### config.mk
export PLATFORM = sky130hd
export DESIGN_NAME = crs_regs
export DESIGN_NICKNAME = d
export VERILOG_FILES = /design/src/core/crs_pkg.sv /design/src/core/crs_regs.sv /design/src/core/crs_alu.sv /design/src/core/crs_cond.sv
export SDC_FILE = /design/constraint.sdc
export NUM_CORES = 1
export LEC_CHECK = 0
export ABC_AREA = 1
export BUFFER_PORTS_ARGS = -buffer_cell sky130_fd_sc_hd__buf_2
export CAP_MARGIN = 20
export CORE_ASPECT_RATIO = 1.1
export CORE_MARGIN = 2
export CORE_UTILIZATION = 51
export CTS_BUF_LIST = sky130_fd_sc_hd__clkbuf_4 sky130_fd_sc_hd__clkbuf_8
export CTS_CLUSTER_SIZE = 24
export DETAILED_ROUTE_END_ITERATION = 8
export PLACE_DENSITY = 0.89
export SLEW_MARGIN = 20
export SYNTH_ARGS = -nofsm -noshare
export SYNTH_HDL_FRONTEND = slang
export SYNTH_SLANG_ARGS = --single-unit
### constraint.sdc
create_clock -name MCLK -period 4.18 [get_ports MCLK]
set_clock_uncertainty 0.15 [all_clocks]
set_input_delay 0.209 -clock MCLK [delete_from_list [all_inputs] [get_ports MCLK]]
set_output_delay 0.209 -clock MCLK [all_outputs]
set_load 0.01 [all_outputs]
### src/core/crs_pkg.sv
// Shared constants and types of the core register set
package crs_pkg;
   localparam int CRS_DW = 8;
   // Condition flag bit positions
   localparam int FLAG_C = 0;
   localparam int FLAG_Z = 1;
   localparam int FLAG_N = 2;
   localparam int FLAG_IL = 3;
   localparam int FLAG_H = 4;
   localparam int FLAG_IH = 5;
   localparam logic [7:0] FLAGS_RESET = 8'he8;
   localparam logic [7:0] FLASH_CTRL_RESET = 8'h00;
   localparam logic [15:0] SP_RESET = 16'h01ff;
   localparam logic [7:0] SP_HIGH_FIXED = 8'h01;
   localparam logic [1:0] PRIO_MAIN = 2'h2;
   localparam logic [1:0] PRIO_DISABLED = 2'h3;
   // Wishbone word addresses (byte address = 4 * index)
   localparam logic [7:0] IDX_FLASH_CTRL = 8'h29;
   localparam logic [7:0] IDX_ACC = 8'h00;
   localparam logic [7:0] IDX_X = 8'h01;
   localparam logic [7:0] IDX_Y = 8'h02;
   localparam logic [7:0] IDX_PCL = 8'h03;
   localparam logic [7:0] IDX_PCH = 8'h04;
   localparam logic [7:0] IDX_SPL = 8'h05;
   localparam logic [7:0] IDX_FLAGS = 8'h06;
   localparam logic [7:0] IDX_PRIO_SRC = 8'h07;

   typedef enum logic [4:0] {
      CRS_OP_NONE = 5'h00, CRS_OP_ADD = 5'h01, CRS_OP_ADC = 5'h02, CRS_OP_SUB = 5'h03,
      CRS_OP_SBC = 5'h04, CRS_OP_LOGIC = 5'h05, CRS_OP_LOAD = 5'h06, CRS_OP_SHIFT = 5'h07,
      CRS_OP_BTJ = 5'h08, CRS_OP_SCF = 5'h09, CRS_OP_RCF = 5'h0a, CRS_OP_RIM = 5'h0b,
      CRS_OP_SIM = 5'h0c, CRS_OP_INTERRUPT_RETURN_INSTR = 5'h0d, CRS_OP_HALT = 5'h0e, CRS_OP_WFI = 5'h0f,
      CRS_OP_POPCC = 5'h10, CRS_OP_INTENT = 5'h11, CRS_OP_RSP = 5'h12, CRS_OP_CALL = 5'h13,
      CRS_OP_PUSH = 5'h14, CRS_OP_POP = 5'h15
   } crs_op_t;

   typedef enum logic [2:0] {
      CRS_DST_NONE = 3'h0, CRS_DST_ACC = 3'h1, CRS_DST_IDX = 3'h2, CRS_DST_PCL = 3'h3, CRS_DST_PCH = 3'h4
   } crs_dst_t;

   typedef enum logic [3:0] {
      CRS_BR_H = 4'h0, CRS_BR_NH = 4'h1, CRS_BR_MI = 4'h2, CRS_BR_PL = 4'h3,
      CRS_BR_EQ = 4'h4, CRS_BR_NE = 4'h5, CRS_BR_C = 4'h6, CRS_BR_NC = 4'h7
   } crs_br_t;

   typedef struct packed {
      logic valid;
      crs_op_t op;
      crs_dst_t dst;
      logic prefix_y;
      logic [7:0] a;
      logic [7:0] b;
      logic [7:0] data;
      logic carry_in;
      logic [1:0] prio;
   } crs_cmd_t;

   typedef struct packed {
      logic [7:0] result;
      logic half;
      logic carry;
   } crs_alu_t;
endpackage

### src/core/crs_regs.sv
// Core register set with sequencer port and Wishbone debug access
//
// The implementer's own choice: register access over Wishbone.
`timescale 1ns/1ns
//
// How it works
// RL1: Six core registers, no memory map
// RL2: Eight-bit accumulator takes ALU results
// RL3: Two eight-bit index registers
// RL4: Prefix selects second index register
// RL5: Interrupt context save leaves second index
// RL6: Sixteen-bit counter in low, high bytes
// RL7: Condition flags pushed and popped whole
// RL8: Half carry from bit three on add
// RL9: Half carry drives jump pair
// RL10: Negative flag copies result bit seven
// RL11: Negative flag drives minus/plus jumps
// RL12: Zero flag set on zero result
// RL13: Zero flag drives equal/not-equal jumps
// RL14: Carry flag set on arithmetic overflow
// RL15: Set/reset carry instructions, carry jumps
// RL16: Carry updated by bit test, shifts
// RL17: Priority bits five and three encode level
// RL18: Interrupt entry loads source priority bits
// RL19: Priority changed by listed instructions
// RL20: Interrupt pushes five bytes, call two
// RL21: Stack pointer resets to 01ff
// RL22: Unaffected flags keep their value
// RL23: Flags reset with bits 7,6,5,3 set
module crs_regs
   import crs_pkg::*;
(
   input wire logic MCLK,
   input wire logic RST_B,
   input wire crs_cmd_t CMD,
   input wire crs_br_t BR_SEL,
   output logic BR_TAKEN,
   output logic [7:0] ACC,
   output logic [7:0] IDX_X_OUT,
   output logic [7:0] IDX_Y_OUT,
   output logic [15:0] PROGRAM_COUNTER,
   output logic [15:0] STACK_POINTER,
   output logic [7:0] CONDITION_FLAGS,
   output logic [1:0] PRIORITY_LEVEL,
   input wire logic [7:0] WB_ADR_I,
   input wire logic [31:0] WB_DAT_I,
   output logic [31:0] WB_DAT_O,
   input wire logic WB_WE_I,
   input wire logic [3:0] WB_SEL_I,
   input wire logic WB_STB_I,
   input wire logic WB_CYC_I,
   output logic WB_ACK_O
);
   ////////////////////////////////////////////////////////////////
   // Registers
   logic [7:0] acc;
   logic [7:0] idx_x;
   logic [7:0] idx_y;
   logic [7:0] program_counter_low;
   logic [7:0] program_counter_high;
   logic [7:0] stack_low;
   logic [7:0] condition_flags;
   logic [7:0] flash_program_control;
   logic [1:0] prio_src;
   logic wb_ack;
   logic [31:0] wb_dat;
   logic br_taken;

   ////////////////////////////////////////////////////////////////
   // Result and condition evaluation
   crs_alu_t alu;
   logic cond;

   crs_alu u_alu (
      .op(CMD.op),
      .a(CMD.a),
      .b(CMD.b),
      .data(CMD.data),
      .cin(CMD.carry_in),
      .res(alu)
   );

   crs_cond u_cond (
      .flags(condition_flags),
      .sel(BR_SEL),
      .taken(cond)
   );

   wire logic cmd_go = CMD.valid;
   wire crs_op_t op = CMD.op;
   wire logic is_arith = (op == CRS_OP_ADD) || (op == CRS_OP_ADC) || (op == CRS_OP_SUB) || (op == CRS_OP_SBC);
   wire logic is_addc = (op == CRS_OP_ADD) || (op == CRS_OP_ADC);
   wire logic is_data = is_arith || (op == CRS_OP_LOGIC) || (op == CRS_OP_LOAD) || (op == CRS_OP_SHIFT);
   wire logic is_prio = (op == CRS_OP_RIM) || (op == CRS_OP_SIM) || (op == CRS_OP_HALT) || (op == CRS_OP_WFI);
   // Disable forces level 3, enable forces main level
   wire logic [1:0] prio_new = (op == CRS_OP_SIM) ? PRIO_DISABLED : (op == CRS_OP_RIM) ? PRIO_MAIN : CMD.prio; // RL19

   ////////////////////////////////////////////////////////////////
   // Flag update
   logic [7:0] next_flags;
   always_comb begin
      next_flags = condition_flags; // RL22
      if (cmd_go) begin
         if (is_data) begin
            next_flags[FLAG_N] = alu.result[7]; // RL10
            next_flags[FLAG_Z] = (alu.result == 8'h00); // RL12
         end
         if (is_addc) begin
            next_flags[FLAG_H] = alu.half; // RL8
         end
         if (is_arith || (op == CRS_OP_SHIFT) || (op == CRS_OP_BTJ)) begin
            next_flags[FLAG_C] = alu.carry; // RL14 RL16
         end
         if (op == CRS_OP_SCF) begin
            next_flags[FLAG_C] = 1'b1; // RL15
         end
         if (op == CRS_OP_RCF) begin
            next_flags[FLAG_C] = 1'b0; // RL15
         end
         if (is_prio || (op == CRS_OP_INTENT)) begin
            next_flags[FLAG_IH] = prio_new[1]; // RL17 RL18 RL19
            next_flags[FLAG_IL] = prio_new[0]; // RL17 RL18 RL19
         end
         if ((op == CRS_OP_POPCC) || (op == CRS_OP_INTERRUPT_RETURN_INSTR)) begin
            next_flags = CMD.data; // RL7 RL19
         end
      end
   end

   ////////////////////////////////////////////////////////////////
   // Stack pointer motion
   logic [7:0] next_stack;
   always_comb begin
      next_stack = stack_low;
      if (cmd_go) begin
         case (op)
            CRS_OP_INTENT: next_stack = stack_low - 8'h05; // RL20
            CRS_OP_INTERRUPT_RETURN_INSTR: next_stack = stack_low + 8'h05; // RL20
            CRS_OP_CALL: next_stack = stack_low - 8'h02; // RL20
            CRS_OP_PUSH: next_stack = stack_low - 8'h01;
            CRS_OP_POP, CRS_OP_POPCC: next_stack = stack_low + 8'h01;
            CRS_OP_RSP: next_stack = SP_RESET[7:0]; // RL21
            default: next_stack = stack_low;
         endcase
      end
   end

   ////////////////////////////////////////////////////////////////
   // Wishbone decode
   wire logic wb_req = WB_CYC_I && WB_STB_I && !wb_ack;
   wire logic wb_wr = wb_req && WB_WE_I && WB_SEL_I[0];
   wire logic [7:0] wb_byte = WB_DAT_I[7:0];
   wire logic [7:0] wb_idx = WB_ADR_I;
   logic [7:0] rd_byte;
   always_comb begin
      case (wb_idx)
         IDX_ACC: rd_byte = acc;
         IDX_X: rd_byte = idx_x;
         IDX_Y: rd_byte = idx_y;
         IDX_PCL: rd_byte = program_counter_low;
         IDX_PCH: rd_byte = program_counter_high;
         IDX_SPL: rd_byte = stack_low;
         IDX_FLAGS: rd_byte = condition_flags;
         IDX_PRIO_SRC: rd_byte = {6'h00, prio_src};
         IDX_FLASH_CTRL: rd_byte = flash_program_control;
         default: rd_byte = 8'h00;
      endcase
   end

   ////////////////////////////////////////////////////////////////
   // Data registers
   wire logic wr_idx = cmd_go && (CMD.dst == CRS_DST_IDX) && is_data;
   wire logic wr_acc = cmd_go && (CMD.dst == CRS_DST_ACC) && is_data;
   wire logic wr_x = wr_idx && !CMD.prefix_y; // RL3 RL4
   wire logic wr_y = wr_idx && CMD.prefix_y; // RL4 RL5
   wire logic wr_pcl = cmd_go && (CMD.dst == CRS_DST_PCL);
   wire logic wr_pch = cmd_go && (CMD.dst == CRS_DST_PCH);

   always_ff @(posedge MCLK or negedge RST_B) begin
      if (!RST_B) begin
         acc <= 8'h00;
         idx_x <= 8'h00;
         idx_y <= 8'h00;
         program_counter_low <= 8'h00;
         program_counter_high <= 8'h00;
      end else if (wb_wr) begin
         if (wb_idx == IDX_ACC) acc <= wb_byte;
         if (wb_idx == IDX_X) idx_x <= wb_byte;
         if (wb_idx == IDX_Y) idx_y <= wb_byte;
         if (wb_idx == IDX_PCL) program_counter_low <= wb_byte;
         if (wb_idx == IDX_PCH) program_counter_high <= wb_byte;
      end else begin
         if (wr_acc) acc <= alu.result; // RL2
         if (wr_x) idx_x <= alu.result; // RL3
         if (wr_y) idx_y <= alu.result; // RL4
         if (wr_pcl) program_counter_low <= CMD.data; // RL6
         if (wr_pch) program_counter_high <= CMD.data; // RL6
      end
   end

   always_ff @(posedge MCLK or negedge RST_B) begin
      if (!RST_B) begin
         condition_flags <= FLAGS_RESET; // RL23
         stack_low <= SP_RESET[7:0]; // RL21
         flash_program_control <= FLASH_CTRL_RESET;
         prio_src <= PRIO_MAIN;
      end else if (wb_wr) begin
         if (wb_idx == IDX_FLAGS) condition_flags <= wb_byte;
         if (wb_idx == IDX_SPL) stack_low <= wb_byte;
         if (wb_idx == IDX_FLASH_CTRL) flash_program_control <= wb_byte;
         if (wb_idx == IDX_PRIO_SRC) prio_src <= wb_byte[1:0];
      end else begin
         condition_flags <= next_flags;
         stack_low <= next_stack;
      end
   end

   ////////////////////////////////////////////////////////////////
   // Bus answer and outputs
   always_ff @(posedge MCLK or negedge RST_B) begin
      if (!RST_B) begin
         wb_ack <= 1'b0;
         wb_dat <= 32'h00000000;
         br_taken <= 1'b0;
      end else begin
         wb_ack <= wb_req;
         wb_dat <= wb_req ? {24'h000000, rd_byte} : 32'h00000000;
         br_taken <= cond;
      end
   end

   assign WB_ACK_O = wb_ack;
   assign WB_DAT_O = wb_dat;
   assign BR_TAKEN = br_taken;
   assign ACC = acc; // RL1
   assign IDX_X_OUT = idx_x;
   assign IDX_Y_OUT = idx_y;
   assign PROGRAM_COUNTER = {program_counter_high, program_counter_low}; // RL6
   assign STACK_POINTER = {SP_HIGH_FIXED, stack_low}; // RL21
   assign CONDITION_FLAGS = condition_flags;
   assign PRIORITY_LEVEL = {condition_flags[FLAG_IH], condition_flags[FLAG_IL]}; // RL17
endmodule

### src/core/crs_alu.sv
// Result and flag source for register set updates
`timescale 1ns/1ns
module crs_alu
   import crs_pkg::*;
(
   input wire crs_op_t op,
   input wire logic [7:0] a,
   input wire logic [7:0] b,
   input wire logic [7:0] data,
   input wire logic cin,
   output crs_alu_t res
);
   wire logic use_c = (op == CRS_OP_ADC) || (op == CRS_OP_SBC);
   wire logic [4:0] lo_add = {1'b0, a[3:0]} + {1'b0, b[3:0]} + {4'h0, use_c & cin};
   wire logic [8:0] add9 = {1'b0, a} + {1'b0, b} + {8'h00, use_c & cin};
   wire logic [8:0] sub9 = {1'b0, a} - {1'b0, b} - {8'h00, use_c & cin};
   wire logic is_add = (op == CRS_OP_ADD) || (op == CRS_OP_ADC);
   wire logic is_sub = (op == CRS_OP_SUB) || (op == CRS_OP_SBC);

   wire logic [7:0] res_byte = is_add ? add9[7:0] : is_sub ? sub9[7:0] : data;
   wire logic res_carry = is_add ? add9[8] : is_sub ? sub9[8] : cin; // RL14
   assign res = '{result: res_byte, half: lo_add[4], carry: res_carry}; // RL8
endmodule

### src/core/crs_cond.sv
// Branch condition evaluation from condition flags
`timescale 1ns/1ns
module crs_cond
   import crs_pkg::*;
(
   input wire logic [7:0] flags,
   input wire crs_br_t sel,
   output logic taken
);
   always_comb begin
      case (sel)
         CRS_BR_H: taken = flags[FLAG_H]; // RL9
         CRS_BR_NH: taken = !flags[FLAG_H]; // RL9
         CRS_BR_MI: taken = flags[FLAG_N]; // RL11
         CRS_BR_PL: taken = !flags[FLAG_N]; // RL11
         CRS_BR_EQ: taken = flags[FLAG_Z]; // RL13
         CRS_BR_NE: taken = !flags[FLAG_Z]; // RL13
         CRS_BR_C: taken = flags[FLAG_C]; // RL15
         CRS_BR_NC: taken = !flags[FLAG_C]; // RL15
         default: taken = 1'b0;
      endcase
   end
endmodule

Word level (Yosys, flattened, before mapping) --
Index checks and enable logic that the tools add are counted.
Storage, ports and cells: word-level logic and storage cells 176, memory bits (writable) 0, register bits after elaboration 76, bits in latches 0, memories kept 0, memory bits (read-only) 0, output and inout bits 100, bits of input ports 90
Cells by class: shifts and indexed selects 0, order comparisons 0, bitwise operators 1, reductions and logical operators 62, equality and inequality tests 47, muxes and demuxes 39, divide/modulo/power cells 0, $add $sub $neg 11, $mul 0
Operators by type and width (count):
- 8-bit 2-to-1 mux | 25
- 8-bit one-hot mux with 9 select lines | 1
- 8-bit one-hot mux with 6 select lines | 1
- 5-bit by 4-bit == test with 1-bit output, second input constant | 8
- 8-bit by 3-bit == test with 1-bit output, second input constant | 4
- 5-bit == test, second input constant | 6
- 5-bit by 3-bit == test with 1-bit output, second input constant | 4
- 3-bit AND reduction | 6
- 4-bit by 3-bit == test with 1-bit output, second input constant | 4
- 8-bit by 2-bit == test with 1-bit output, second input constant | 2
- 8-bit logical NOT | 2
- 1-bit logical OR | 15
- 2-bit by 1-bit inequality test with 1-bit output, second input constant | 7
- 2-bit AND reduction | 7
- 2-bit nonzero test | 7
- 1-bit logical AND | 12
- 5-bit by 2-bit == test with 1-bit output, second input constant | 2
- 8-bit by 8-bit adder with 9-bit output | 1
- 9-bit by 1-bit adder with 9-bit output | 1
- 3-bit nonzero test | 3
- 8-bit by 8-bit subtractor with 9-bit output | 1
- 9-bit by 1-bit subtractor with 9-bit output | 1
- 8-bit by 1-bit adder with 8-bit output, second input constant | 1
- 8-bit by 3-bit adder with 8-bit output, second input constant | 1
- other kinds (22) | 38

Logic depth before layout (Yosys ltp) --
Gate-level depths: netlist of the first run.
word-level depth 12, gate-level depth with buffers 20, gate-level depth less buffers 20

By module --
From an unflattened synthesis of the first run, not the netlist that was laid out.
Second synthesis, totals: cell total of the unflattened synthesis 901, area total of the unflattened synthesis 6264.8 µm²
Modules (own cells, without submodules):
- crs_regs | cells each 655, instances 1, area each 4908.5 µm², seq. area each 1918.1 µm²
- crs_alu | cells each 219, instances 1, area each 1234.9 µm², seq. area each 0.0 µm²
- crs_cond | cells each 27, instances 1, area each 121.4 µm², seq. area each 0.0 µm²

Worst setup path after synthesis of the first run --
No wires, ideal clock.
path type input to register, start point input CMD[34] (netlist name), end point register idx_y[6], in the netlist IDX_Y_OUT[6], path slack 1.543 ns, library setup time 0.117 ns, buffers on the path 0, cell stages on the path 17, required time 3.913 ns, arrival 2.370 ns, cell sequence nor2_2 > inv_2 > o31ai_1 > nand2_1 > fa_1 > fa_1 > inv_1 > nand3_1 > nand2_1 > nand2_1 > nand2_1 > xor2_1 > nand2_1 > nand2_1 > o21ai_1 > nand2_1 > o21ai_2
Between the ends: longest elaborated chain between the ends 11, elaborated cells between the ends (all ways) 26, those cells by class add/sub: 2; eq/ne: 7; mux: 4; bitwise: 1; reduce/logical: 12
RTL lines:
- from (decl) | RTL line crs_regs.sv:35 | input wire crs_cmd_t CMD,
- branches (longest 11 deep; another with 9-bit by 1-bit subtractor with 9-bit output)
- to (signal assigned) | RTL line crs_regs.sv:189 | if (wb_idx == IDX_Y) idx_y <= wb_byte;
- to (signal assigned) | RTL line crs_regs.sv:195 | if (wr_y) idx_y <= alu.result;
- to (decl) | RTL line crs_regs.sv:58 | logic [7:0] idx_y;
Several ways; the timed one is not identified. The select of a mux whose other input is x is not followed. A chain may end at the register's enable or synchronous reset.

Worst setup path in the final report of the first run --
start point input WB_STB_I, end point register program_counter_high[7]
Between the ends: longest elaborated chain between the ends 6, elaborated cells between the ends (all ways) 8, those cells by class eq/ne: 1; mux: 1; reduce/logical: 6
RTL lines:
- from (decl) | RTL line crs_regs.sv:50 | input wire logic WB_STB_I,
- 1-bit logical AND (*) (2 in series) | RTL line crs_regs.sv:150 | wire logic wb_req = WB_CYC_I && WB_STB_I && !wb_ack;
- named net wb_req | RTL line crs_regs.sv:150
- 1-bit logical AND (*) (2 in series) | RTL line crs_regs.sv:151 | wire logic wb_wr = wb_req && WB_WE_I && WB_SEL_I[0];
- 2-bit by 1-bit inequality test with 1-bit output (no line) or 2-bit nonzero test (tied branches)
- 2-bit AND reduction (no line)
- to (signal assigned) | RTL line crs_regs.sv:191 | if (wb_idx == IDX_PCH) program_counter_high <= wb_byte;
- to (signal assigned) | RTL line crs_regs.sv:197 | if (wr_pch) program_counter_high <= CMD.data;
- to (decl) | RTL line crs_regs.sv:60 | logic [7:0] program_counter_high;
Mark *: on every way through the listed nets, which the timed path passes. The rest lies on a longest branch.

==> results of run 1 <==
## final cells by class
class                           count  area [µm²]  area share
Sequential cell                    76        1920       0.280
Timing Repair Buffer              140         751       0.110
Inverter                          134         504      0.0737
Multi-Input combinational cell    600        3300       0.482
Clock inverter                      7        58.8     0.00859
Tap cell                          150         188      0.0274
Clock buffer                        9         124      0.0181
## power groups by stage
stage / logic, mW / clock network [mW] / registers, mW
finish: 1.06 / 0.534 / 1.08
global route: 1.18 / 0.562 / 1.10
CTS: 1.05 / 0.529 / 1.08
detailed placement: 1.04 / 0 / 1.09
global placement: 1.01 / 0 / 1.09
floorplan: 0.647 / 0 / 1.12
## cell families (layout without fill, tap and decap cells)
logic type	Yosys count	after routing	share of synthesized area
AOI/OAI and AO/OA	179	179	0.179
xor gates and xnor gates	8	8	0.0117
adders and majority gates	33	33	0.0753
buffers and inverters	183	290	0.146
DFF	76	76	0.321
muxes	5	5	0.00941
other	2	32	0.00126
and+or+nand+nor	343	343	0.256
## through the flow
stage / worst slack [ns] / instance area (µm²) / utilization
final: 0.892 / 6850 / 0.598
after global routing: 0.733 / 6850 / 0.598
after CTS: 0.951 / 6850 / 0.598
after detailed placement: 0.939 / 6570 / 0.575
after global placement: 1.01 / 6570 / 0.575
after floorplan: 1.54 / 6090 / -
## cells in the mapped netlist, types with 2 or more instances
cell        n
nand3_1    42
o221ai_1    2
nand3b_1    4
dfstp_2    13
nand2_2    10
dfrtp_1    63
o21ai_0    54
o21ai_1    13
a211oi_1    2
a31oi_1    17
buf_6       5
nand2_4     2
nor2_4      6
o22ai_1     8
buf_4      38
mux2_2      5
ha_1       28
conb_1      2
a21o_1      2
o211ai_1    2
or2_2       2
inv_2      13
nor2_2      5
nor3_1      3
nand2_1   165
o21ai_2    10
a32oi_1     2
o31ai_1     3
a22oi_1     2
buf_2       4
fa_1        5
and3_1      2
o21bai_1    2
a21oi_1    47
a221oi_1    8
nand3_2     3
xnor2_1     2
nor2_1     89
inv_1     119
nand4_1     4
xor2_1      6
clkbuf_1    2
## worst max-delay path, delay by kind of cell
kind                   cells  cell delay, ns
AOI/OAI and AO/OA          1            0.24
buffers and inverters      6            1.98
muxes                      1            0.39
and+or+nand+nor            6            0.56
## timing repair
action / 4_1_cts / 5_1_grt
endpoints found under the hold margin: 69 / 0
gates resized for setup: 0 / 0
setup endpoints to repair: 0 / 0
hold buffers: 9 / 0
## path summary, 6_finish.rpt
kind / end / slack (ns) / cells after the start
worst min-delay path: program_counter_low[6]$_DFFE_PN0P_ / 0.01 / 3
worst max-delay path: program_counter_high[7]$_DFFE_PN0P_ / 0.89 / 14
worst max register to register: program_counter_low[4]$_DFFE_PN0P_ / 1.63 / 7
min in group asynchronous: WB_DAT_O[0]$_DFF_PN0_ / 0.37 / 2
worst min register to register: WB_ACK_O$_DFF_PN0_ / 0.34 / 1
max in group asynchronous: CONDITION_FLAGS[0]$_DFFE_PN0P_ / 2.88 / 2
## per-layer routing
layer  vias to the layer above  global-route usage
met5                         -                   0
met4                         0               0.113
met3                        49              0.0520
met2                       325               0.446
met1                      2694               0.339
li1                       2904                   -
==> results.toml, run 1 <==
[power_and_ir_drop]
power_frac_seq = 0.404
vdd_ir_drop_max_v = 0.000161
leakage_nw = 3.65
p_clk_frac = 0.200
p_per_area_mw_per_mm2 = 390
power.switching_mw = 1.11
power.internal_mw = 1.56
pwr-share-comb = 0.396
swShare = 0.417
total_power_mw = 2.67

[hold_path]
hold_path_class = "in -> reg"
hold_path.startpoint = "CMD[9]"

[timing]
hold_violations = 0
post-route-min-period_ns = 3.29
finalSetupTns_ns = 0
worst_pin_slew_ns = 0.950
period_share = 0.786
fmax_mhz = 304
max-slew-margin-rel = 0.367
drv_slew = 0
whs_ns = 0.0101
finalSetupViolCount = 0
rsz0062_at_grt = "no"

[grt]
grt_max_degree = 77
grt_usage = 0.269
grt_pass1_wl_um = 26900
grt_pass1_vias = 5586
gr-total-overflow = 0
antenna_found_initial = 0

[finish]
mostFrequentLayoutCell = "nand2_1"
drive_gt1_frac = 0.228
layout_common_cells = "nand2_1 (165), buf_2 (129), inv_1 (119)"
nFillCells = 1038
synthToLayoutAreaGrowth_pct = 14.5
fin_cells = 1116
fin_nets = 1084
antenna_cells = 0

[clock_tree]
cts_setup_buffers = 0
clkTransAtPathRegs_ns = 0.08
clkSinkCount = 76
cts_tree = "done"
cts_root_buf = "clkbuf_8"
clock_latency_ns = 0.36
htreeDepth = 3
numCtsBuffers = 9
clockBufferDepth = 2

[setup_path]
crit_fanout = 30
start_kind = "input port"
worstPathRequired_ns = 4.28
crit_path_top_delay_cell = "dlygate4sd3_1"
crit_chain = "dlygate4sd3_1, buf_2, nand2_1, dlygate4sd3_1, nor2_4, inv_2, nor2_4, buf_4, inv_2, nand2_1, nor2_1, nand3_1, o21ai_2, mux2_2"
cp-end-kind = "flip-flop"
critical_path_arrival_ns = 3.39
reg2reg_from = "WB_ACK_O$_DFF_PN0_"
slowest_delay_ns = 0.60
worst-setup-path-type = "in -> reg"
crit_path_start = "WB_STB_I"

[route]
drt-initial-drc-count = 625
met3_length_um = 1680
via_per_inst = 5.35
drt-met1-wl_um = 6440
wl_per_cell_um = 15.0
wl_met2_um = 8050
dr.pass1.iters = 6
ant_nets = 0
drc = 0
top_layer = "met4"
vias = 5972
drt_wl_total_um = 16800

[synth]
yosys_warnings = 0
synth_area_mm2 = 0.00598
synth.largest_area_cell = "dfrtp_1"
yosys-top-cells-area = "dfrtp_1 (26%), nand2_1 (10%), inv_1 (7.5%)"
seq_area_frac_synth = 0.321
syn_inst = 829
synth_seq_cells = 76
ys_types = 55
async_flop_share = 1.00
synth_enable_flop_cells = 0
avgSynthCellArea_um2 = 7.21
synth_flop_cell = "dfrtp_1"
synth_top_area_frac = 0.264

[flow_run]
maxCapViolations = 0

[floorplan]
die_w_um = 107
die_h_um = 118
coreArea_mm2 = 0.0114
ios = 190
start_util = 0.523
die_area_mm2 = 0.0126
rows = 41

[place]
placed_cells = 1091
gp_congestion = 0.934
dp_hpwl_um = 13300
portBuffers = 130

[outcome]
run_status = "finished clean"
Note: power is estimated with default switching activity, not from simulation.
==> run 2: changes to the inputs <==
Clock period 4.18 ns to 3.15 ns, I/O delays scaled along.
==> results.toml, run 2 (same netlist as run 1, synthesis figures left out) <==
[timing]
hold_violations = 0
fmax_mhz = 338
rsz0062_at_grt = "no"
max-slew-margin-rel = 0.368
fin_ws_ns = 0.188
drv_slew = 0
period_share = 0.940
whs_ns = 0.0344
finalSetupTns_ns = 0
worst_pin_slew_ns = 0.947
finalSetupViolCount = 0
post-route-min-period_ns = 2.96

[finish]
final_core_util = 0.607
fin_nets = 1095
synthToLayoutAreaGrowth_pct = 16.1
drive_gt1_frac = 0.230
fin_cells = 1127
layout_common_cells = "nand2_1 (165), buf_2 (129), inv_1 (119)"
antenna_cells = 0
fin_area_mm2 = 0.00694
mostFrequentLayoutCell = "nand2_1"

[floorplan]
ios = 190
die_area_mm2 = 0.0126
die_w_um = 107
rows = 41
start_util = 0.523
coreArea_mm2 = 0.0114
die_h_um = 118

[place]
portBuffers = 130
post_dp_cell_area_mm2 = 0.00661
dp_hpwl_um = 13600
gp_congestion = 0.912
pre_cts_ws_ns = -0.0261
placed_cells = 1096

[route]
vias = 6118
drt-initial-drc-count = 679
drt_wl_total_um = 17200
dr.pass1.iters = 7
ant_nets = 0
drc = 0
via_per_inst = 5.43
wl_per_cell_um = 15.2

[grt]
grt_pass1_vias = 5628
antenna_found_initial = 0
grt_usage = 0.273
grt_max_degree = 77
gr-total-overflow = 0
grt_pass1_wl_um = 27200

[clock_tree]
cts_root_buf = "clkbuf_8"
cts_tree = "done"
clockBufferDepth = 2
clock_latency_ns = 0.36
post_cts_resized = 0
clkTransAtPathRegs_ns = 0.08
numCtsBuffers = 9
htreeDepth = 3
clkSinkCount = 76

[flow_run]
maxCapViolations = 0

[setup_path]
worst-setup-path-type = "in -> reg"
start_kind = "input port"
crit_fanout = 30
critical_path_arrival_ns = 3.06
cp-end-kind = "flip-flop"
worstPathRequired_ns = 3.25

[power_and_ir_drop]
total_power_mw = 3.57
leakage_nw = 3.70
p_per_area_mw_per_mm2 = 514
vdd_ir_drop_max_v = 0.000225

[hold_path]
hold_path_class = "in -> reg"

[outcome]
run_status = "finished clean"
run 2: changes by cell type in the layout (fill, tap and decap cells not counted):
cell and change:
dlygate4sd3_1 +6, buf_4 +5, clkinv_4 -1, clkinvlp_4 +1
run 2: cell type report:
type / instances / area, µm²
fillers: 1004 / 4500
multi-input cells: 600 / 3300
flip-flops and latches: 76 / 1920
repair buffers: 151 / 848
inverters: 134 / 504
well taps: 150 / 188
clock buffers: 9 / 124
clock inverters: 7 / 57.6
run 2: layer usage:
metal / vias up / part of all wire / global-route usage
li1: 2919 / - / -
met1: 2779 / 0.39 / 0.346
met3: 54 / 0.093 / 0.0426
met4: 0 / 0.043 / 0.127
met5: - / 0 / 0
met2: 366 / 0.48 / 0.451
run 2: final timing paths:
kind	from	endpoint	slack (ns)	depth (start not counted)
worst min register to register	WB_ACK_O$_DFF_PN0_	WB_ACK_O$_DFF_PN0_	0.35	1
worst min-delay path	CMD[0]	CONDITION_FLAGS[3]$_DFFE_PN1P_	0.03	5
worst max-delay path	WB_STB_I	program_counter_high[7]$_DFFE_PN0P_	0.19	13
min in group asynchronous	RST_B	WB_DAT_O[3]$_DFF_PN0_	0.31	2
max in group asynchronous	RST_B	program_counter_high[7]$_DFFE_PN0P_	1.90	2
worst max register to register	WB_ACK_O$_DFF_PN0_	program_counter_high[7]$_DFFE_PN0P_	0.85	9
run 2: worst max-delay path, stage by stage:
cell	delay, ns
dlygate4sd3_1	0.53
buf_2	0.12
nand2_1	0.04
dlygate4sd3_1	0.59
nor2_4	0.06
inv_2	0.07
nor2_4	0.04
inv_2	0.41
nand2_1	0.14
nor2_1	0.15
nand3_1	0.10
o21ai_2	0.25
mux2_2	0.40
run 2: power breakdown:
group | total [mW] | internal, mW | switching (mW)
Sequential | 1.44 | 1.21 | 0.223
Combinational | 1.41 | 0.562 | 0.853
Clock | 0.713 | 0.298 | 0.415
Total | 3.57 | 2.07 | 1.49
run 2: what timing repair did:
action,4_1_cts,5_1_grt
setup buffers,0,0
hold buffers,15,0
endpoints found under the hold margin,77,0
==> run 3: changes to the inputs <==
Settings changed: GPL_TIMING_DRIVEN set to 0, PLACE_DENSITY 0.89 to 0.88, SYNTH_HIERARCHICAL set to 1.
==> results.toml, run 3 <==
[timing]
fin_ws_ns = 0.251
period_share = 0.920
rsz0062_at_grt = "no"
max-slew-margin-rel = 0.522
fmax_mhz = 345
hold_violations = 0
finalSetupTns_ns = 0
post-route-min-period_ns = 2.90
drv_slew = 0
worst_pin_slew_ns = 0.712
finalSetupViolCount = 0

[setup_path]
worstPathRequired_ns = 3.28
reg2reg_depth = 9
worstSetupEndpoint = "ACC[0]$_DFFE_PN0P_"
crit_fanout = 10
timing.rr.end = "stack_low[5]$_DFFE_PN1P_"
regToRegSetupSlack_ns = 1.01
cp-end-kind = "flip-flop"
worst-setup-path-type = "in -> reg"
crit_path_start = "CMD[31]"
start_kind = "input port"
reg2reg_from = "stack_low[2]$_DFFE_PN1P_"
critical_path_arrival_ns = 3.03

[synth]
synth_seq_cells = 76
ys_types = 47
synth_area_mm2 = 0.00626
avgSynthCellArea_um2 = 6.95
yosysMostFrequentCell = "nand2_1"
yosys-top-cells-area = "dfrtp_1 (25%), nand2_1 (13%), inv_1 (9.2%)"
syn_inst = 901
synth_flop_cell = "dfrtp_1"
seq_area_frac_synth = 0.306
synth.largest_area_cell = "dfrtp_1"
synth_enable_flop_cells = 0
synth_top_area_frac = 0.252
yosys_warnings = 6
synth_common_cells = "nand2_1 (214), inv_1 (154), o21ai_0 (71), nor2_1 (67), dfrtp_1 (63)"
async_flop_share = 1.00

[grt]
antenna_found_initial = 0
grt_pass1_wl_um = 29800
grt_pass1_vias = 6304
gr-total-overflow = 0
grt_usage = 0.287
grt_max_degree = 62

[route]
vias = 6706
wl_per_cell_um = 15.0
ant_nets = 0
drc = 0
via_per_inst = 5.40
dr.pass1.iters = 7
drt_wl_total_um = 18600
drt-initial-drc-count = 678

[outcome]
run_status = "finished clean"

[clock_tree]
htreeDepth = 3
clkSinkCount = 76
clockBufferDepth = 2
numCtsBuffers = 9
cts_root_buf = "clkbuf_8"
cts_tree = "done"
clock_latency_ns = 0.37
clkTransAtPathRegs_ns = 0.07

[floorplan]
die_h_um = 120
rows = 42
die_area_mm2 = 0.0132
start_util = 0.521
coreArea_mm2 = 0.0120
ios = 190
die_w_um = 110

[power_and_ir_drop]
p_per_area_mw_per_mm2 = 498
swShare = 0.394
power.switching_mw = 1.49
leakage_nw = 4.19
vdd_ir_drop_max_v = 0.000420
power_frac_seq = 0.383
pwr-share-comb = 0.397
p_clk_frac = 0.220
power.internal_mw = 2.29

[finish]
fin_nets = 1208
antenna_cells = 0
nFillCells = 1041
mostFrequentLayoutCell = "nand2_1"
fin_area_mm2 = 0.00758
layout_common_cells = "nand2_1 (214), inv_1 (154), buf_2 (135)"
synthToLayoutAreaGrowth_pct = 21.0
final_core_util = 0.630
drive_gt1_frac = 0.245

[place]
pre_cts_ws_ns = -0.143
portBuffers = 130
dp_hpwl_um = 14600
gp_congestion = 0.996
post_dp_cell_area_mm2 = 0.00725

[hold_path]
hold_path_class = "in -> async"

[flow_run]
maxCapViolations = 0
==> run 3: changes by cell type in the layout (fill, tap and decap cells not counted), sizes merged, moves of 6 or more <==
| cell | previous run | this run |
|---|---|---|
| nand3 | 46 | 61 |
| nor3 | 4 | 12 |
| buf | 136 | 179 |
| inv | 136 | 161 |
| nor2 | 100 | 80 |
| o22ai | 8 | 16 |
| a221oi | 8 | 0 |
| a21oi | 47 | 31 |
| o21ai | 77 | 90 |
| nand2 | 177 | 227 |
| o211ai | 2 | 8 |
==> run 3: through the flow <==
stage	power [mW]	hold WS, ns	instances
2_1_floorplan	2.35	-0.288	931
3_3_place_gp	2.87	0.265	1215
3_5_place_dp	2.92	-0.111	1216
4_1_cts	3.74	0.0518	1243
5_1_grt	4.02	0.0741	1243
6_report	3.78	0.0482	1243
==> run 3: worst min path at each step <==
stage	to	slack, ns	depth (start not counted)
floorplan	ACC[0]$_DFFE_PN0P_	-0.29	0
global placement	prio_src[1]$_DFFE_PN1P_	0.27	3
detailed placement	IDX_Y_OUT[5]$_DFFE_PN0P_	-0.11	1
CTS	program_counter_low[4]$_DFFE_PN0P_	0.05	2
global route	IDX_Y_OUT[5]$_DFFE_PN0P_	0.07	2
finish	IDX_Y_OUT[5]$_DFFE_PN0P_	0.05	2
==> run 3: cell type report <==
type / instances / area [µm²] / share of cell area
Clock inverter: 5 / 75.1 / 0.00990
Inverter: 162 / 608 / 0.0802
Tap cell: 154 / 193 / 0.0254
Multi-Input combinational cell: 644 / 3480 / 0.459
Clock buffer: 11 / 145 / 0.0191
Buffer: 49 / 373 / 0.0492
Timing Repair Buffer: 142 / 791 / 0.104
Sequential cell: 76 / 1920 / 0.253
==> run 3: power groups by stage <==
stage / Combinational (mW) / Clock, mW / Sequential [mW]
finish: 1.50 / 0.832 / 1.45
global route: 1.68 / 0.871 / 1.47
CTS: 1.49 / 0.823 / 1.43
detailed placement: 1.46 / 0 / 1.45
global placement: 1.42 / 0 / 1.45
floorplan: 0.877 / 0 / 1.48
==> run 3: cells by family after synthesis <==
kind of cell	after synthesis	synth area share
other cells	2	0.00120
xor+xnor	8	0.0112
fa+ha+maj	34	0.0739
mux	2	0.00359
buf+inv	211	0.157
flops	76	0.306
compound gates	169	0.161
simple gates	399	0.287
==> run 3: layer usage <==
metal,vias up,part of all wire,track usage
met5,-,0,0
li1,3212,-,-
met4,0,0.060,0.176
met3,91,0.096,0.0561
met2,412,0.47,0.465
met1,2991,0.37,0.346
==> run 3: worst max-delay path, cell delays in order <==
cell and delay (ns):
buf_2 0.17, nor2_1 0.19, nand3_2 0.15, nand2_1 0.10, nand2_1 0.11, fa_1 0.53
inv_1 0.07, ha_1 0.28, xnor2_1 0.15, nand2_1 0.07, o21ai_0 0.07, o21ai_0 0.14
inv_1 0.07, o21ai_0 0.45, inv_1 0.14, a21oi_1 0.18
==> run 3: timing repair <==
| item | 4_1_cts | 5_1_grt |
|---|---|---|
| hold endpoints to repair | 76 | 0 |
| setup buffers | 0 | 0 |
| setup endpoints to repair | 0 | 9 |
| resized for setup | 0 | 3 |
| hold buffers | 11 | 0 |
